File: config.mk
export PLATFORM = sky130hd
export DESIGN_NAME = fieldbus_control_word_upper_decode
export DESIGN_NICKNAME = d
export VERILOG_FILES = /design/src/cw_upper_pkg.sv /design/src/fieldbus_control_word_upper_decode.sv
export SDC_FILE = /design/constraint.sdc
export NUM_CORES = 1
export LEC_CHECK = 0
export BUFFER_PORTS_ARGS = -buffer_cell sky130_fd_sc_hd__buf_4
export CORE_MARGIN = 2
export CORE_UTILIZATION = 43
export DETAILED_ROUTE_END_ITERATION = 12
export GPL_ROUTABILITY_DRIVEN = 1
export GPL_TIMING_DRIVEN = 0
export PLACE_DENSITY = 0.75
export SETUP_SLACK_MARGIN = 0.3
export SKIP_LAST_GASP = 1
export SYNTH_ARGS = -nofsm -noshare
export SYNTH_HDL_FRONTEND = slang
export SYNTH_SLANG_ARGS = --single-unit
File: constraint.sdc
create_clock -name clk_i -period 0.8 [get_ports clk_i]
set_input_delay 0.12 -clock clk_i [delete_from_list [all_inputs] [get_ports clk_i]]
set_output_delay 0.12 -clock clk_i [all_outputs]
set_load 0.02 [all_outputs]
File: src/cw_upper_pkg.sv
// constants for the fieldbus command word upper-bit decoder
package cw_upper_pkg;
    localparam int          CW_WIDTH      = 16;
    localparam int          REF_WIDTH     = 16;
    localparam int          BIT_FAULT_RST = 7;
    localparam int          BIT_JOG1      = 8;
    localparam int          BIT_JOG2      = 9;
    localparam int          BIT_REMOTE    = 10;
    localparam int          BIT_LOC_SEL   = 11;
    localparam int          BIT_USER_LO   = 12;
    localparam int          BIT_USER_HI   = 15;
    localparam int          USER_WIDTH    = BIT_USER_HI - BIT_USER_LO + 1;
    localparam logic [15:0] CW_RESET      = 16'h0000;
    localparam logic [15:0] REF_RESET     = 16'h0000;
    // external control locations
    typedef enum logic {
        first_outside_location,
        second_outside_location
    } location_t;
endpackage

File: src/fieldbus_control_word_upper_decode.sv
// decoder for bits 7 to 15 of the fieldbus command word
// ****************************************************************
// ****************************************************************
`timescale 1ns/1ps
module fieldbus_control_word_upper_decode
    import cw_upper_pkg::*;
(
    // clock and reset
    input  wire logic                  clk_i,
    input  wire logic                  rst_n_i,
    // fieldbus write of command word and reference
    input  wire logic                  cw_write_i,
    input  wire logic [CW_WIDTH-1:0]   cw_data_i,
    input  wire logic [REF_WIDTH-1:0]  ref_data_i,
    // configuration: fieldbus as source
    input  wire logic                  fb_src_fault_rst_i,
    input  wire logic                  fb_src_jog_i,
    input  wire logic                  fb_src_location_i,
    // decoded outputs
    output logic [CW_WIDTH-1:0]        fieldbus_command_word_o,
    output logic [REF_WIDTH-1:0]       reference_o,
    output logic                       fault_reset_pulse_o,
    output logic                       goto_power_on_blocked_o,
    output logic                       jog1_req_o,
    output logic                       jog2_req_o,
    output logic                       fieldbus_ctrl_en_o,
    output logic                       ramps_locked_o,
    output logic                       location_select_bit_o,
    output logic [USER_WIDTH-1:0]      user_bits_o
);

    // ****************************************************************
    // accepted word
    // ****************************************************************
    logic [CW_WIDTH-1:0]  cw_ff;
    logic [REF_WIDTH-1:0] ref_ff;
    logic                 ctrl_en_ff;
    logic                 lock_ff;
    logic                 rst_prev_ff;
    logic                 pulse_ff;
    logic                 jog1_ff;
    logic                 jog2_ff;
    logic                 loc_ff;
    logic                 remote_w;
    logic                 all_zero_w;
    logic                 accept_w;

    assign remote_w   = cw_data_i[BIT_REMOTE];
    assign all_zero_w = (cw_data_i == CW_RESET) && (ref_data_i == REF_RESET);
    // retain last word when remote bit clear and anything nonzero
    assign accept_w   = cw_write_i && (remote_w || all_zero_w);

    // a sourced bit only counts while the fieldbus owns that signal
    function automatic logic fb_gate(input logic src, input logic bit_val);
        return src && bit_val;
    endfunction

    // store incoming word in internal form
    always_ff @(posedge clk_i or negedge rst_n_i) begin
        if (!rst_n_i) begin
            cw_ff  <= CW_RESET;
            ref_ff <= REF_RESET;
        end else if (accept_w) begin
            cw_ff  <= cw_data_i;
            ref_ff <= ref_data_i;
        end
    end

    // enable and ramp lock state
    always_ff @(posedge clk_i or negedge rst_n_i) begin
        if (!rst_n_i) begin
            ctrl_en_ff <= 1'b0;
            lock_ff    <= 1'b0;
        end else if (cw_write_i) begin
            if (remote_w) begin
                ctrl_en_ff <= 1'b1;
                lock_ff    <= 1'b0;
            end else if (all_zero_w) begin
                ctrl_en_ff <= 1'b1;
                lock_ff    <= 1'b1;
            end
        end
    end

    // ****************************************************************
    // fault reset edge detect
    // ****************************************************************
    always_ff @(posedge clk_i or negedge rst_n_i) begin
        if (!rst_n_i) begin
            rst_prev_ff <= 1'b0;
            pulse_ff    <= 1'b0;
        end else begin
            rst_prev_ff <= cw_ff[BIT_FAULT_RST];
            pulse_ff    <= fb_gate(fb_src_fault_rst_i,
                                   cw_ff[BIT_FAULT_RST] && !rst_prev_ff);
        end
    end

    // ****************************************************************
    // jog requests and location
    // ****************************************************************
    always_ff @(posedge clk_i or negedge rst_n_i) begin
        if (!rst_n_i) begin
            jog1_ff <= 1'b0;
            jog2_ff <= 1'b0;
        end else begin
            jog1_ff <= fb_gate(fb_src_jog_i, cw_ff[BIT_JOG1]);
            jog2_ff <= fb_gate(fb_src_jog_i, cw_ff[BIT_JOG2]);
        end
    end

    // location only follows word while fieldbus selects it
    always_ff @(posedge clk_i or negedge rst_n_i) begin
        if (!rst_n_i) begin
            loc_ff <= first_outside_location;
        end else if (fb_src_location_i) begin
            loc_ff <= cw_ff[BIT_LOC_SEL];
        end
    end

    // outputs
    assign fieldbus_command_word_o = cw_ff;
    assign reference_o             = ref_ff;
    assign fault_reset_pulse_o     = pulse_ff;
    assign goto_power_on_blocked_o = pulse_ff;
    assign jog1_req_o              = jog1_ff;
    assign jog2_req_o              = jog2_ff;
    assign fieldbus_ctrl_en_o      = ctrl_en_ff;
    assign ramps_locked_o          = lock_ff;
    assign location_select_bit_o   = loc_ff;
    assign user_bits_o             = cw_ff[BIT_USER_HI:BIT_USER_LO];
endmodule // fieldbus_control_word_upper_decode

==> results.txt <==
Cells after synthesis = 208
Initial cell density of the core = 44.98%
CP Capture Type = flop
Clock power frac = 21.9%
Actual slew at the worst max-slew pin = 0.4961 ns
Vias per cell = 5.503
Critical Path Source Type = input pin
Cell family with most CP delay = simple AND/OR/NAND/NOR gates
Internal cell power = 0.004531 W
Max clock buf depth = 2
Switching pwr = 0.002121 W
I/O pin count = 81
Area grow syn2layout = 81.16%
Worst R2R Setup Slack = -0.25 ns
WP data required = 0.96 ns
Slew Limit Fails = 0
Vias in the first global route = 2,174
Worst hold margin = -0.2129 ns
Synth Warn # = 0
Sink Count = 39
CTS tree = yes
Syn_area_per_cell = 9.546 µm²
Post-synth top area share = 49.15%
Top post-synthesis cells by count = 39 x dfrtp_1, 31 x a21oi_1, 30 x and3_1, 28 x nand2b_1, 14 x o21ai_1
Syn nets = 246
Die Span X = 71.96 µm
Final Util = 81.49%
Largest cells by area after synthesis = dfrtp_1 49%, and3_1 9.5%, nand2b_1 8.8%, a21oi_1 7.8%, o21ai_1 3.5%
Top-count cell post-synth = dfrtp_1
Design area = 3597 µm²
Layout cell share with drive strength beyond 1 = 62.57%
Dpl cell area = 2760 µm²
Maximum number of pins on one net before global-route repair = 40
Initial antenna violation count = 0
Pwr/cell area = 1849 nW/µm²
Total power = 0.006652 W
RSZ-0062 raised after global routing = true
Logic pwr share = 39.9%
Seq cells post-synth = 39
Antenna Cells = 0
DR DRC count = 0
Sequential area share after synthesis = 49.15%
First-pass GRT wire length = 10.69 mm
Worst setup margin = -0.3120 ns
Routed via count = 2,124
Die Y = 71.96 µm
Full die area = 5178 µm²
Cell type with the largest total area after synthesis = dfrtp_1
Worst slew margin = 66.93%
Clk_skew = 0.004853 ns
Final count of hold timing violations = 39
Status = finished, violations left
Seq pwr share = 38.2%
Clk slew on worst S/H paths = 0.08 ns
CP most frequent cell = buf_8
CP bufs+invs = 3
Endpoints failing setup = 79
Multi-input logic area = 1094 µm²
Wire per inst = 17.46 µm
Hold WC Path Type = in -> async
Worst IR Drop VDD = 1.028 mV
NumNets Final = 371
CTS Buf Count = 5
Global route overflow = 0
Post-layout minimum cycle time = 1.112 ns
GRT Total Usage = 26.73%
Fmax = 0.8992 GHz
Max-Cap Viols = 0
Clock Latency Late Sink = 0.29 ns
Violations in the final reports = negative hold slack, negative setup slack
Dpl ws = -0.6330 ns
Post-route ant nets = 0
Net Sw Frac = 31.88%
Main flop type after synthesis = dfrtp_1
Layout fillers = 274
Port buffer count = 80
Tcrit/Tclk final = 139.0%
H-tree depth = 2
CTS root buf = clkbuf_8
Routability cong. = 0.8070
Placed wire-length estimate = 3.799 mm
Leakage Power = 1.667 nW
Placeable core region = 4414 µm²
Synth async-reset ratio = 100.0%
CP Class = in -> reg
# rows = 24
Drt pass-1 iters = 4
Ordered cell list for the critical path = buf_8 -> nor4_4 -> nand4_1 -> nor2_4 -> buf_12 -> buf_8 -> o21ai_4
Max stage delay on crit path = 0.28 ns
Post-synth EDFFs = 0
Storage element area = 1011 µm²
Final WL = 6.739 mm
Synth unique cells = 26
Mapped Area = 1986 µm²
Slowest cell on the critical path = nor4_4
First DRT Iteration DRCs = 95
CP max FO = 6
Worst Path Arrival = 1.28 ns
cell type report:
cell class / instances / share of cell area, %
Buffer: 21 / 4.487
Timing Repair Buffer: 118 / 32.21
Tap cell: 52 / 1.809
Clock buffer: 8 / 2.783
Inverter: 2 / 0.2087
Multi-Input combinational cell: 146 / 30.40
Sequential cell: 39 / 28.10
worst register-to-register path, cell delays in order (launching register included):
cell	delay [ns]
dfrtp_2	0.43
buf_4	0.15
a21oi_1	0.26
o21ai_4	0.09
power groups by stage:
stage               clock network (W)  logic, W  registers (W)
finish                        0.00146   0.00266        0.00254
global route                  0.00155   0.00282        0.00257
CTS                           0.00147   0.00254        0.00253
detailed placement                  0   0.00177        0.00258
global placement                    0   0.00174        0.00257
floorplan                           0  0.000597        0.00289
kinds of logic (layout without fill, tap and decap cells):
family / Yosys count / after routing / share of synthesized area [%]
simple gates: 79 / 79 / 25.27
mux: 1 / 1 / 0.5671
buf+inv: 23 / 149 / 6.868
compound gates: 66 / 66 / 18.15
flops: 39 / 39 / 49.15
placed cells by master, fill, tap and decap left out, drive strengths merged:
master        count
inv               2
o21ai            32
nand4             2
and2              2
nor4              8
o21bai            1
mux2              1
nor3              1
a21oi            31
clkbuf           20
o21a              1
a21o              1
nor2              2
dlymetal6s2s      1
dfrtp            39
nand2             2
buf             126
or2b              3
nand2b           28
and3             31
routing by layer:
layer | share of wire [%] | GRT usage, % | vias up
li1 | - | - | 982
met1 | 38 | 32.97 | 1032
met2 | 54 | 46.91 | 89
met3 | 4.8 | 4.167 | 21
met4 | 3.2 | 10.69 | 0
met5 | 0 | 0 | -
through the flow:
stage | setup TNS, ns | cells
floorplan | -9.107 | 208
global placement | -20.72 | 340
detailed placement | -20.17 | 340
CTS | -15.32 | 383
global route | -19.11 | 386
finish | -16.50 | 386
worst paths after layout:
kind	from	end	cells past startpoint
hold / removal	rst_n_i	fieldbus_command_word_o[9]$_DFFE_PN0P_	1
setup / recovery	ref_data_i[0]	fieldbus_command_word_o[12]$_DFFE_PN0P_	7
hold reg to reg	rst_prev_ff$_DFF_PN0_	fault_reset_pulse_o$_DFF_PN0_	1
min in group clk_i	fb_src_fault_rst_i	fault_reset_pulse_o$_DFF_PN0_	3
max in group asynchronous	rst_n_i	fieldbus_command_word_o[2]$_DFFE_PN0P_	1
setup reg to reg	fieldbus_command_word_o[12]$_DFFE_PN0P_	fieldbus_command_word_o[12]$_DFFE_PN0P_	3
repair_timing:
item	in CTS	in global routing
setup buffers	32	3
hold endpoints to repair	39	39
pin swaps	17	5
endpoints found under the setup margin	82	82
resized for setup	105	11
gates cloned	3	0
Power figures use the tool's default switching activity.
